### src/rtl/spcs_pkg.sv
package spcs_pkg;

    // ----------------------------------------
    // Timing
    // ----------------------------------------
    localparam int CLK_NS   = 10;
    localparam int WORD_NS  = 160;
    localparam int WORD_DIV = WORD_NS / CLK_NS;
    localparam int DIV_W    = 5;

    // ----------------------------------------
    // Register map
    // ----------------------------------------
    localparam logic [3:0] ADDR_CTRL = 4'h0;
    localparam logic [3:0] ADDR_STAT = 4'h4;
    localparam int         CTL_RX_INV = 0;
    localparam int         CTL_TX_INV = 1;
    localparam int         CTL_BYPASS = 2;
    localparam int         CTL_HALF   = 3;
    localparam int         CTL_AUTO   = 4;
    localparam int         CTL_W      = 5;
    localparam logic [4:0] CTRL_RST   = 5'h10;
    localparam int         ST_LOCK = 0;
    localparam int         ST_RD   = 1;
    localparam int         ST_CERR = 2;
    localparam int         ST_OVF  = 3;
    localparam int         ST_OFF  = 4;

    // ----------------------------------------
    // Line code
    // ----------------------------------------
    localparam int         SYM_W    = 10;
    localparam int         HIST_TOP = 19;
    localparam logic [3:0] OFF_MAX  = 4'h9;
    localparam logic [6:0] COMMA    = 7'h1F;
    localparam logic [5:0] K28_6    = 6'h0F;
    localparam logic [5:0] D7_6     = 6'h38;
    localparam logic [3:0] A7_4     = 4'h7;
    localparam logic [3:0] D3_4     = 4'hC;
    localparam logic [7:0] SKIP_BYTE = 8'h1C;
    localparam logic [5:0] ENC6 [32] = '{
        6'h27, 6'h1D, 6'h2D, 6'h31, 6'h35, 6'h29, 6'h19, 6'h38,
        6'h39, 6'h25, 6'h15, 6'h34, 6'h0D, 6'h2C, 6'h1C, 6'h17,
        6'h1B, 6'h23, 6'h13, 6'h32, 6'h0B, 6'h2A, 6'h1A, 6'h3A,
        6'h33, 6'h26, 6'h16, 6'h36, 6'h0E, 6'h2E, 6'h1E, 6'h2B};
    localparam logic [3:0] ENC4 [8] = '{
        4'hB, 4'h9, 4'h5, 4'hC, 4'hD, 4'hA, 4'h6, 4'hE};

    // ----------------------------------------
    // Receive buffer
    // ----------------------------------------
    localparam int         FIFO_AW = 3;
    localparam logic [3:0] FIFO_N  = 4'h8;
    localparam logic [3:0] CTC_HI  = 4'h6;
    localparam logic [3:0] CTC_LO  = 4'h2;

    typedef struct packed {
        logic [19:0] data;
        logic [1:0]  k;
        logic [1:0]  err;
    } spcs_rx_t;

    typedef struct packed {
        logic [19:0] data;
        logic [1:0]  k;
    } spcs_tx_t;

    typedef struct packed {
        logic [9:0] data;
        logic       k;
        logic       err;
    } spcs_ent_t;

    typedef enum logic [1:0] {
        ALN_SEARCH = 2'b01,
        ALN_LOCK   = 2'b10
    } spcs_aln_t;

endpackage

### src/rtl/spcs_channel.sv
// Implementation choices: the register addresses and the strobed register port.
`timescale 1ns/1ps
`default_nettype none

module spcs_channel (
    input  wire logic                 clk,
    input  wire logic                 arst_n,
    input  wire logic [3:0]           reg_addr,
    input  wire logic [31:0]          reg_wdata,
    input  wire logic                 reg_wr,
    input  wire logic                 reg_rd,
    output logic [31:0]               reg_rdata,
    input  wire logic                 ser_rx_clk,
    input  wire logic [9:0]           ser_rx_word,
    output logic [9:0]                ser_tx_word,
    output logic                      tx_clk_out,
    output logic                      rx_clk_out,
    output spcs_pkg::spcs_rx_t        fab_rx,
    output logic                      fab_rx_valid,
    input  wire spcs_pkg::spcs_tx_t   fab_tx,
    output logic                      fab_tx_take,
    input  wire logic                 bitslip
);
    import spcs_pkg::*;

    // ----------------------------------------
    // Code functions
    // ----------------------------------------
    function automatic logic [10:0] enc8b(input logic [7:0] d, input logic k,
                                          input logic rd);
        logic [5:0] s6;
        logic [3:0] s4;
        logic       r;
        logic       a7;
        s6 = (k && d[4:0] == 5'h1C) ? K28_6 : ENC6[d[4:0]];
        if (rd && ($countones(s6) != 3 || s6 == D7_6)) begin
            s6 = ~s6;
        end
        r  = rd ^ ($countones(s6) != 3);
        a7 = k || (!r && (d[4:0] == 5'h11 || d[4:0] == 5'h12 || d[4:0] == 5'h14))
               || (r && (d[4:0] == 5'h0B || d[4:0] == 5'h0D || d[4:0] == 5'h0E));
        s4 = (d[7:5] == 3'h7 && a7) ? A7_4 : ENC4[d[7:5]];
        // K28 pairs its balanced 4b codes with the 6b disparity
        if (k && d[4:0] == 5'h1C && !r && $countones(s4) == 2 && s4 != D3_4) begin
            s4 = ~s4;
        end
        if (r && ($countones(s4) != 2 || s4 == D3_4)) begin
            s4 = ~s4;
        end
        r = r ^ ($countones(s4) != 2);
        enc8b = {r, s6, s4};
    endfunction

    // Returns {rd_out, err, k, byte}
    function automatic logic [10:0] dec10(input logic [9:0] c, input logic rd);
        logic [5:0] s6;
        logic [3:0] s4;
        logic       h6;
        logic       h4;
        logic [4:0] d5;
        logic [2:0] d3;
        logic       k28;
        logic       kx;
        logic       bad;
        int         n;
        s6 = c[9:4];
        s4 = c[3:0];
        // Undo the K28 swap of balanced 4b codes
        if (s6 == ~K28_6 && $countones(s4) == 2) begin
            s4 = ~s4;
        end
        h6 = 1'b0;
        h4 = 1'b0;
        d5 = 5'h00;
        d3 = 3'h0;
        for (int i = 0; i < 32; i++) begin
            if (s6 == ENC6[i] || (s6 == ~ENC6[i] &&
                ($countones(ENC6[i]) != 3 || ENC6[i] == D7_6))) begin
                h6 = 1'b1;
                d5 = 5'(i);
            end
        end
        k28 = (s6 == K28_6) || (s6 == ~K28_6);
        if (k28) begin
            h6 = 1'b1;
            d5 = 5'h1C;
        end
        for (int j = 0; j < 8; j++) begin
            if (s4 == ENC4[j] || (s4 == ~ENC4[j] &&
                ($countones(ENC4[j]) != 2 || ENC4[j] == D3_4))) begin
                h4 = 1'b1;
                d3 = 3'(j);
            end
        end
        if (s4 == A7_4 || s4 == ~A7_4) begin
            h4 = 1'b1;
            d3 = 3'h7;
        end
        kx = (s4 == A7_4 || s4 == ~A7_4) &&
             (d5 == 5'h17 || d5 == 5'h1B || d5 == 5'h1D || d5 == 5'h1E);
        n   = $countones(c);
        bad = n < 4 || n > 6 || (n == 6 && rd) || (n == 4 && !rd);
        dec10 = {(n == 6) ? 1'b1 : (n == 4) ? 1'b0 : rd,
                 !h6 || !h4 || bad, k28 || kx, d3, d5};
    endfunction

    function automatic logic [9:0] sel(input logic [19:0] h, input logic [3:0] o);
        sel = h[HIST_TOP - int'(o) -: SYM_W];
    endfunction

    function automatic logic is_skip(input spcs_ent_t e);
        is_skip = e.k && e.data[7:0] == SKIP_BYTE;
    endfunction

    // ----------------------------------------
    // Registers
    // ----------------------------------------
    logic [4:0]  ctrl;
    logic        code_err;
    logic        fifo_ovf;
    logic        rx_rd;
    logic [3:0]  off;
    spcs_aln_t   aln;
    logic        stat_clr;
    logic        set_cerr;
    logic        set_ovf;

    assign stat_clr = reg_wr && reg_addr == ADDR_STAT;

    always_ff @(posedge clk or negedge arst_n) begin
        if (!arst_n) begin
            ctrl <= CTRL_RST;
        end else if (reg_wr && reg_addr == ADDR_CTRL) begin
            ctrl <= reg_wdata[CTL_W-1:0];
        end
    end

    // Set wins over write-one-to-clear
    always_ff @(posedge clk or negedge arst_n) begin
        if (!arst_n) begin
            code_err <= 1'b0;
            fifo_ovf <= 1'b0;
        end else begin
            code_err <= set_cerr || (code_err && !(stat_clr && reg_wdata[ST_CERR]));
            fifo_ovf <= set_ovf || (fifo_ovf && !(stat_clr && reg_wdata[ST_OVF]));
        end
    end

    always_ff @(posedge clk or negedge arst_n) begin
        if (!arst_n) begin
            reg_rdata <= 32'h0000_0000;
        end else if (reg_rd) begin
            case (reg_addr)
                ADDR_CTRL: reg_rdata <= {27'h0, ctrl};
                ADDR_STAT: reg_rdata <= {24'h0, off, fifo_ovf, code_err, rx_rd,
                                         aln == ALN_LOCK};
                default:   reg_rdata <= 32'h0000_0000;
            endcase
        end
    end

    // ----------------------------------------
    // Receive sampling
    // ----------------------------------------
    // Link clock is slow against clk, so edges are found by sampling
    logic       rxc_s1;
    logic       rxc_s2;
    logic       rxc_s3;
    logic [9:0] rxd_s1;
    logic [9:0] rxd_s2;
    logic       rx_tick;
    logic       dec_go;
    logic [19:0] hist;

    always_ff @(posedge clk or negedge arst_n) begin
        if (!arst_n) begin
            rxc_s1 <= 1'b0;
            rxc_s2 <= 1'b0;
            rxc_s3 <= 1'b0;
            rxd_s1 <= 10'h000;
            rxd_s2 <= 10'h000;
        end else begin
            rxc_s1 <= ser_rx_clk;
            rxc_s2 <= rxc_s1;
            rxc_s3 <= rxc_s2;
            rxd_s1 <= ser_rx_word;
            rxd_s2 <= rxd_s1;
        end
    end

    assign rx_tick    = rxc_s2 && !rxc_s3;
    assign rx_clk_out = rxc_s3;

    always_ff @(posedge clk or negedge arst_n) begin
        if (!arst_n) begin
            hist   <= 20'h00000;
            dec_go <= 1'b0;
        end else begin
            dec_go <= rx_tick;
            if (rx_tick) begin
                hist <= {hist[9:0], rxd_s2 ^ {SYM_W{ctrl[CTL_RX_INV]}}};
            end
        end
    end

    // ----------------------------------------
    // Word alignment
    // ----------------------------------------
    logic       comma_hit;
    logic [3:0] comma_off;

    always_comb begin
        logic [9:0] w;
        w         = 10'h000;
        comma_hit = 1'b0;
        comma_off = 4'h0;
        for (int o = SYM_W - 1; o >= 0; o--) begin
            w = sel(hist, 4'(o));
            if (w[9:3] == COMMA || w[9:3] == ~COMMA) begin
                comma_hit = 1'b1;
                comma_off = 4'(o);
            end
        end
    end

    always_ff @(posedge clk or negedge arst_n) begin
        if (!arst_n) begin
            aln <= ALN_SEARCH;
            off <= 4'h0;
        end else if (bitslip) begin
            off <= (off == OFF_MAX) ? 4'h0 : off + 4'h1;
            aln <= ALN_LOCK;
        end else begin
            case (aln)
                ALN_SEARCH: begin
                    if (dec_go && ctrl[CTL_AUTO] && comma_hit) begin
                        off <= comma_off;
                        aln <= ALN_LOCK;
                    end
                end
                ALN_LOCK: begin
                    // Search again only when software re-arms auto mode
                    if (reg_wr && reg_addr == ADDR_CTRL && reg_wdata[CTL_AUTO] &&
                        !ctrl[CTL_AUTO]) begin
                        aln <= ALN_SEARCH;
                    end
                end
                default: aln <= ALN_SEARCH;
            endcase
        end
    end

    // ----------------------------------------
    // Decode and drift compensation
    // ----------------------------------------
    logic [9:0]  word_al;
    logic [10:0] dec;
    spcs_ent_t   ent_in;
    logic        push;
    logic        pop;
    logic        insert;
    logic        fab_tick;
    spcs_ent_t   mem [8];
    logic [2:0]  wptr;
    logic [2:0]  rptr;
    logic [3:0]  cnt;
    spcs_ent_t   head;

    assign word_al = sel(hist, off);
    assign dec     = dec10(word_al, rx_rd);
    assign ent_in  = ctrl[CTL_BYPASS] ? spcs_ent_t'{data: word_al, k: 1'b0, err: 1'b0}
                                      : spcs_ent_t'{data: {2'b00, dec[7:0]}, k: dec[8],
                                                    err: dec[9]};
    // Drop a skip when nearly full
    assign push     = dec_go && !(!ctrl[CTL_BYPASS] && cnt >= CTC_HI && is_skip(ent_in));
    assign set_ovf  = push && cnt == FIFO_N;
    assign set_cerr = dec_go && !ctrl[CTL_BYPASS] && dec[9];
    assign head     = mem[rptr];
    // Repeat a skip when nearly empty
    assign insert   = !ctrl[CTL_BYPASS] && cnt <= CTC_LO && is_skip(head);
    assign pop      = fab_tick && cnt != 4'h0 && !insert;

    always_ff @(posedge clk or negedge arst_n) begin
        if (!arst_n) begin
            rx_rd <= 1'b0;
        end else if (dec_go && !ctrl[CTL_BYPASS]) begin
            rx_rd <= dec[10];
        end
    end

    // Storage needs no reset: count gates every read
    always_ff @(posedge clk) begin
        if (push && cnt != FIFO_N) begin
            mem[wptr] <= ent_in;
        end
    end

    always_ff @(posedge clk or negedge arst_n) begin
        if (!arst_n) begin
            wptr <= 3'h0;
            rptr <= 3'h0;
            cnt  <= 4'h0;
        end else begin
            if (push && cnt != FIFO_N) begin
                wptr <= wptr + 3'h1;
            end
            if (pop) begin
                rptr <= rptr + 3'h1;
            end
            cnt <= cnt + 4'(push && cnt != FIFO_N) - 4'(pop);
        end
    end

    // ----------------------------------------
    // Fabric word rate
    // ----------------------------------------
    logic [DIV_W-1:0] div;

    assign fab_tick = div == DIV_W'(WORD_DIV - 1);

    always_ff @(posedge clk or negedge arst_n) begin
        if (!arst_n) begin
            div        <= '0;
            tx_clk_out <= 1'b0;
        end else begin
            div        <= fab_tick ? '0 : div + DIV_W'(1);
            tx_clk_out <= div < DIV_W'(WORD_DIV / 2);
        end
    end

    // ----------------------------------------
    // Receive fabric side
    // ----------------------------------------
    logic      rx_ph;
    spcs_ent_t rx_hold;

    always_ff @(posedge clk or negedge arst_n) begin
        if (!arst_n) begin
            rx_ph        <= 1'b0;
            rx_hold      <= '0;
            fab_rx       <= '0;
            fab_rx_valid <= 1'b0;
        end else begin
            fab_rx_valid <= 1'b0;
            if (fab_tick && cnt != 4'h0) begin
                if (!ctrl[CTL_HALF]) begin
                    fab_rx       <= '{data: {10'h000, head.data}, k: {1'b0, head.k},
                                      err: {1'b0, head.err}};
                    fab_rx_valid <= 1'b1;
                end else if (!rx_ph) begin
                    rx_hold <= head;
                    rx_ph   <= 1'b1;
                end else begin
                    fab_rx       <= '{data: {head.data, rx_hold.data},
                                      k: {head.k, rx_hold.k},
                                      err: {head.err, rx_hold.err}};
                    fab_rx_valid <= 1'b1;
                    rx_ph        <= 1'b0;
                end
            end
            if (!ctrl[CTL_HALF]) begin
                rx_ph <= 1'b0;
            end
        end
    end

    // ----------------------------------------
    // Transmit path
    // ----------------------------------------
    logic        tx_ph;
    logic        tx_rd;
    logic [9:0]  tx_hi;
    logic        tx_hik;
    logic [9:0]  tx_raw;
    logic        tx_k;
    logic        tx_now;
    logic [10:0] enc;

    assign tx_now = fab_tick && (!ctrl[CTL_HALF] || !tx_ph);
    assign tx_raw = (ctrl[CTL_HALF] && tx_ph) ? tx_hi : fab_tx.data[9:0];
    assign tx_k   = (ctrl[CTL_HALF] && tx_ph) ? tx_hik : fab_tx.k[0];
    assign enc    = enc8b(tx_raw[7:0], tx_k, tx_rd);

    always_ff @(posedge clk or negedge arst_n) begin
        if (!arst_n) begin
            tx_ph       <= 1'b0;
            tx_rd       <= 1'b0;
            tx_hi       <= 10'h000;
            tx_hik      <= 1'b0;
            fab_tx_take <= 1'b0;
            ser_tx_word <= 10'h000;
        end else begin
            fab_tx_take <= tx_now;
            if (tx_now) begin
                tx_hi  <= fab_tx.data[19:10];
                tx_hik <= fab_tx.k[1];
            end
            if (fab_tick) begin
                tx_ph <= ctrl[CTL_HALF] && !tx_ph;
                if (ctrl[CTL_BYPASS]) begin
                    ser_tx_word <= tx_raw ^ {SYM_W{ctrl[CTL_TX_INV]}};
                end else begin
                    tx_rd       <= enc[10];
                    ser_tx_word <= enc[9:0] ^ {SYM_W{ctrl[CTL_TX_INV]}};
                end
            end
        end
    end

endmodule // spcs_channel

`default_nettype wire

### config.mk
export PLATFORM = sky130hd
export DESIGN_NAME = spcs_channel
export DESIGN_NICKNAME = d
export VERILOG_FILES = /design/src/rtl/spcs_pkg.sv /design/src/rtl/spcs_channel.sv
export SDC_FILE = /design/constraint.sdc
export NUM_CORES = 1
export LEC_CHECK = 0
export BUFFER_PORTS_ARGS = -buffer_cell sky130_fd_sc_hd__buf_4
export CAP_MARGIN = 25
export CORE_UTILIZATION = 50
export CTS_BUF_LIST = sky130_fd_sc_hd__clkbuf_2
export DETAILED_ROUTE_END_ITERATION = 6
export PLACE_DENSITY = 0.78
export SETUP_SLACK_MARGIN = 0.2
export SYNTH_ARGS = -nofsm -noshare
export SYNTH_HDL_FRONTEND = slang
export SYNTH_SLANG_ARGS = --single-unit
### constraint.sdc
create_clock -name clk -period 12.3 [get_ports clk]
set_clock_uncertainty 0.1 [all_clocks]
set_input_delay 0.615 -clock clk [delete_from_list [all_inputs] [get_ports clk]]
set_output_delay 0.615 -clock clk [all_outputs]
set_load 0.01 [all_outputs]
==> results by group <==
Hold path
  • Worst hold-check path type: in2reg
  • Hold Path Depth: 4
  • Worst Hold Launch: reg_addr[0]
  • Hold Path Sink: code_err$_DFF_PN0_

GRT
  • Tot GR Track Use: 23.0%
  • Global-route wire length before repair: 56.0 mm
  • Pin count of the biggest net entering global routing: 74
  • Vias in the first global route: 10.9k
  • Global route overflow: 0
  • Antenna violations before repair: 1

Layout
  • Final Instance Count excl. Fillers: 1882
  • P&R area growth vs syn: 11.7%
  • Share of cells above drive strength 1: 23.7%
  • Final nets: 1589

Setup path
  • CP arrival: 12170 ps
  • Setup crit end kind: flip-flop
  • Depth of the most critical reg-to-reg path: 52
  • Crit path buf inv count: 9
  • Worst setup SP type: flip-flop
  • Crit Path Class: reg2reg
  • Worst Path Max Fanout: 14
  • CP peak stage delay: 510 ps
  • R2r setup slk: 870 ps
  • Crit path max-delay family: adder cells
  • Crit-path slowest cell: fa_1
  • Most used cell, CP: ha_1
  • Worst Path Required: 13040 ps
  • FF-to-FF Start: tx_ph$_DFFE_PN0P_
  • Worst reg2reg path endpoint: tx_rd$_DFFE_PN0P_
  • CP Depth: 52

Outcome
  • Failing checks: DRC
  • Status: finished with violations

Route
  • Post-route antenna net violation count: 0
  • DR iter-0 viols: 1032
  • Via count: 11.2k
  • Detailed Route WL: 34.9 mm
  • Routed len/inst: 18.5 um
  • Routed vias/inst: 5.95
  • Residual DRC count: 1
  • First-pass DRT Iterations: 7

Job
  • Maxcap violations: 0

STA
  • Max Fclk: 0.0875 GHz
  • Setup_tns: 0 ps
  • Slew headroom: 30.8%
  • Endpoints failing setup: 0
  • Slew @ Worst Pin: 1040 ps
  • Final Hold Vio Count: 0
  • Min Clock Period, post-route: 11430 ps
  • RSZ-0062 raised after global routing: false
  • Final period utilization: 92.9%
  • Worst Slack Setup Final: 871 ps
  • Final Slew Violations: 0

Logic synthesis
  • Simple-gate share of the synthesized area: 12.9%
  • Ys flop type: dfrtp_1
  • Adder-cell share of the synthesized area: 5.55%
  • Cell variety after synth: 105
  • Syn Area/Cell: 10.9 sq um
  • Post-Synthesis Cells: 1341
  • Post-synth EDFFs: 96
  • Largest family of logic cells by synthesized area: multiplexers
  • Post-Syn Area: 14600 sq um
  • Compound-Gate Fraction of Synth Area: 13.9%
  • Seq/Total Area, Yosys: 44.5%
  • Synth Area in XOR/XNOR: 2.95%
  • Synth Register Bits: 240
  • Synth warn: 0
  • Mux cell area share after synthesis: 14.0%
  • Async SR Flop Fraction: 60.0%

Die
  • Core box area: 28700 sq um
  • Initial Util: 50.7%
  • Die X: 173 um
  • Rows: 62
  • Die extent in y: 173 um
  • Die area: 29800 sq um
  • Io pins: 144

Placement
  • Placed insts: 1738
  • Port bufs: 92
  • Post-Place Setup Slack: 541 ps
  • GP Congestion: 0.932
  • Dpl hpwl: 23.3 mm

Power and ir drop
  • VDD IR max: 0.000213 V
  • Switching component of the power: 2130 uW
  • Net Sw Frac: 47.1%
  • Logic pwr share: 60.7%
  • Leak: 0.00678 uW
  • Clk pwr share: 11.1%
  • Seq pwr share: 28.2%
  • Internal: 2390 uW
  • Power Density: 278 nW/um^2

Clock tree
  • Clock latency on the worst-skew pair: 940 ps
  • Clock transition at the registers of the reported paths: 110 ps
  • CTS buffer count: 60
  • CTS tree: built
  • TritonCTS Sinks: 240
  • Root Buffer: clkbuf_2
  • # H-tree levels: 2
  • Max clock buf depth: 3
==> timing repair <==
item                       CTS  global route
hold endpoints to repair   112             0
hold buffers                35             0
gates resized for setup      0             5
setup endpoints to repair    0             1
buffers inserted             0             5
==> final cells by class <==
cell class	count	area [sq um]
well taps	384	480
fillers	2418	12400
inverters	68	255
multi-input cells	941	7310
diodes	2	5.00
clock buffers	80	400
flip-flops and latches	240	6490
repair buffers	148	1220
clock inverters	19	100
==> worst max path at each step <==
stage | from | end | slack [ps]
2_1_floorplan | ctrl[3]$_DFFE_PN0P_ | tx_rd$_DFFE_PN0P_ | 1050
3_3_place_gp | fab_tx[5] | tx_rd$_DFFE_PN0P_ | 870
3_5_place_dp | tx_ph$_DFFE_PN0P_ | tx_rd$_DFFE_PN0P_ | 540
4_1_cts | tx_ph$_DFFE_PN0P_ | tx_rd$_DFFE_PN0P_ | 510
5_1_grt | tx_ph$_DFFE_PN0P_ | tx_rd$_DFFE_PN0P_ | 190
6_report | tx_ph$_DFFE_PN0P_ | tx_rd$_DFFE_PN0P_ | 870
==> state kept, by name, indices dropped and copies added, names as in the netlist, 2 cells and up <==
register     cells
wptr             3
mem             96
tx_hi           10
rxd_s2          10
rxd_s1          10
rptr             3
ser_tx_word     10
aln              2
hist            20
ctrl             5
off              4
fab_rx          24
reg_rdata        8
cnt              4
div              5
rx_hold         12
==> through the flow <==
stage / utilization [%] / hold WS (ps) / area [sq um] / power, uW
global route: 56.7 / 38.8 / 16300 / 4890
global placement: 53.3 / 232 / 15300 / 3850
CTS: 56.3 / 22.6 / 16200 / 4480
floorplan: - / 219 / 14700 / 3320
detailed placement: 53.4 / 236 / 15300 / 3960
finish: 56.7 / 66.0 / 16300 / 4510
==> kinds of logic (layout without fill, tap and decap cells) <==
| logic type | Yosys count | after routing |
|---|---|---|
| compound gates | 287 | 287 |
| flops | 240 | 240 |
| mux | 144 | 144 |
| fa+ha+maj | 57 | 57 |
| simple gates | 380 | 380 |
| xor+xnor | 49 | 49 |
| other cells | 1 | 26 |
| buf+inv | 183 | 315 |
==> cell usage in the layout, fill, tap and decap left out, drive strengths merged, types with 7 or more instances in the layout <==
| cell | Yosys | routed |
|---|---|---|
| a32oi | 8 | 8 |
| xnor2 | 30 | 30 |
| inv | 67 | 68 |
| nor2b | 8 | 8 |
| fa | 13 | 13 |
| a22oi | 15 | 15 |
| a31oi | 13 | 13 |
| conb | 1 | 24 |
| nand3 | 46 | 46 |
| clkinv | 1 | 19 |
| buf | 64 | 113 |
| clkbuf | 51 | 80 |
| a22o | 13 | 13 |
| mux2 | 71 | 71 |
| dlygate4sd3 | 0 | 35 |
| nand2b | 9 | 9 |
| a211oi | 11 | 11 |
| mux2i | 33 | 33 |
| o21ai | 78 | 78 |
| nand4 | 11 | 11 |
| ha | 43 | 43 |
| dfrtp | 142 | 142 |
| and2 | 7 | 7 |
| nor3 | 29 | 29 |
| o31ai | 8 | 8 |
| edfxtp | 96 | 96 |
| o211ai | 12 | 12 |
| and3 | 10 | 10 |
| mux4 | 40 | 40 |
| xor2 | 19 | 19 |
| nand2 | 121 | 121 |
| a21oi | 56 | 56 |
| nor2 | 89 | 89 |
| nor4 | 15 | 15 |
==> synth_stat cells, types with 11 or more instances <==
cell type  number  area, sq um
xor2_1         19          166
a21oi_1        54          270
a22oi_1        14          105
nand3_1        45          225
clkbuf_1       51          191
mux4_2         39          878
nor3_1         29          145
xnor2_1        30          263
o21ai_0        69          345
nor2_1         86          323
a22o_1         13          114
inv_1          62          233
nand2_1       119          447
buf_4          30          225
edfxtp_1       96         2880
dfrtp_1       142         3550
nand4_1        11         68.8
fa_1           13          260
a31oi_1        13         81.3
ha_1           43          538
buf_2          17         85.1
nor4_1         14         87.6
mux2i_1        33          330
mux2_2         67          754
==> power groups by stage <==
stage	clock network (uW)	registers [uW]	logic, uW
final	499	1270	2740
after global routing	559	1290	3030
after CTS	516	1270	2690
after detailed placement	0	1290	2670
after global placement	0	1280	2570
after floorplan	0	1210	2110
==> routing by layer <==
layer  up-vias  global-route usage (%)  wire [um]
li1       5182                       -          -
met1      5505                    30.8      14800
met2       454                    37.9      17100
met3        61                    4.38       2340
met4         0                    7.49        657
met5         -                       0          0
==> worst min-delay path: cells and delay by family <==
kind	cells	cell delay, ps
compound gates	1	120
buf+inv	1	90
simple gates	2	200
No activity file was read; power rests on OpenSTA's default activity.
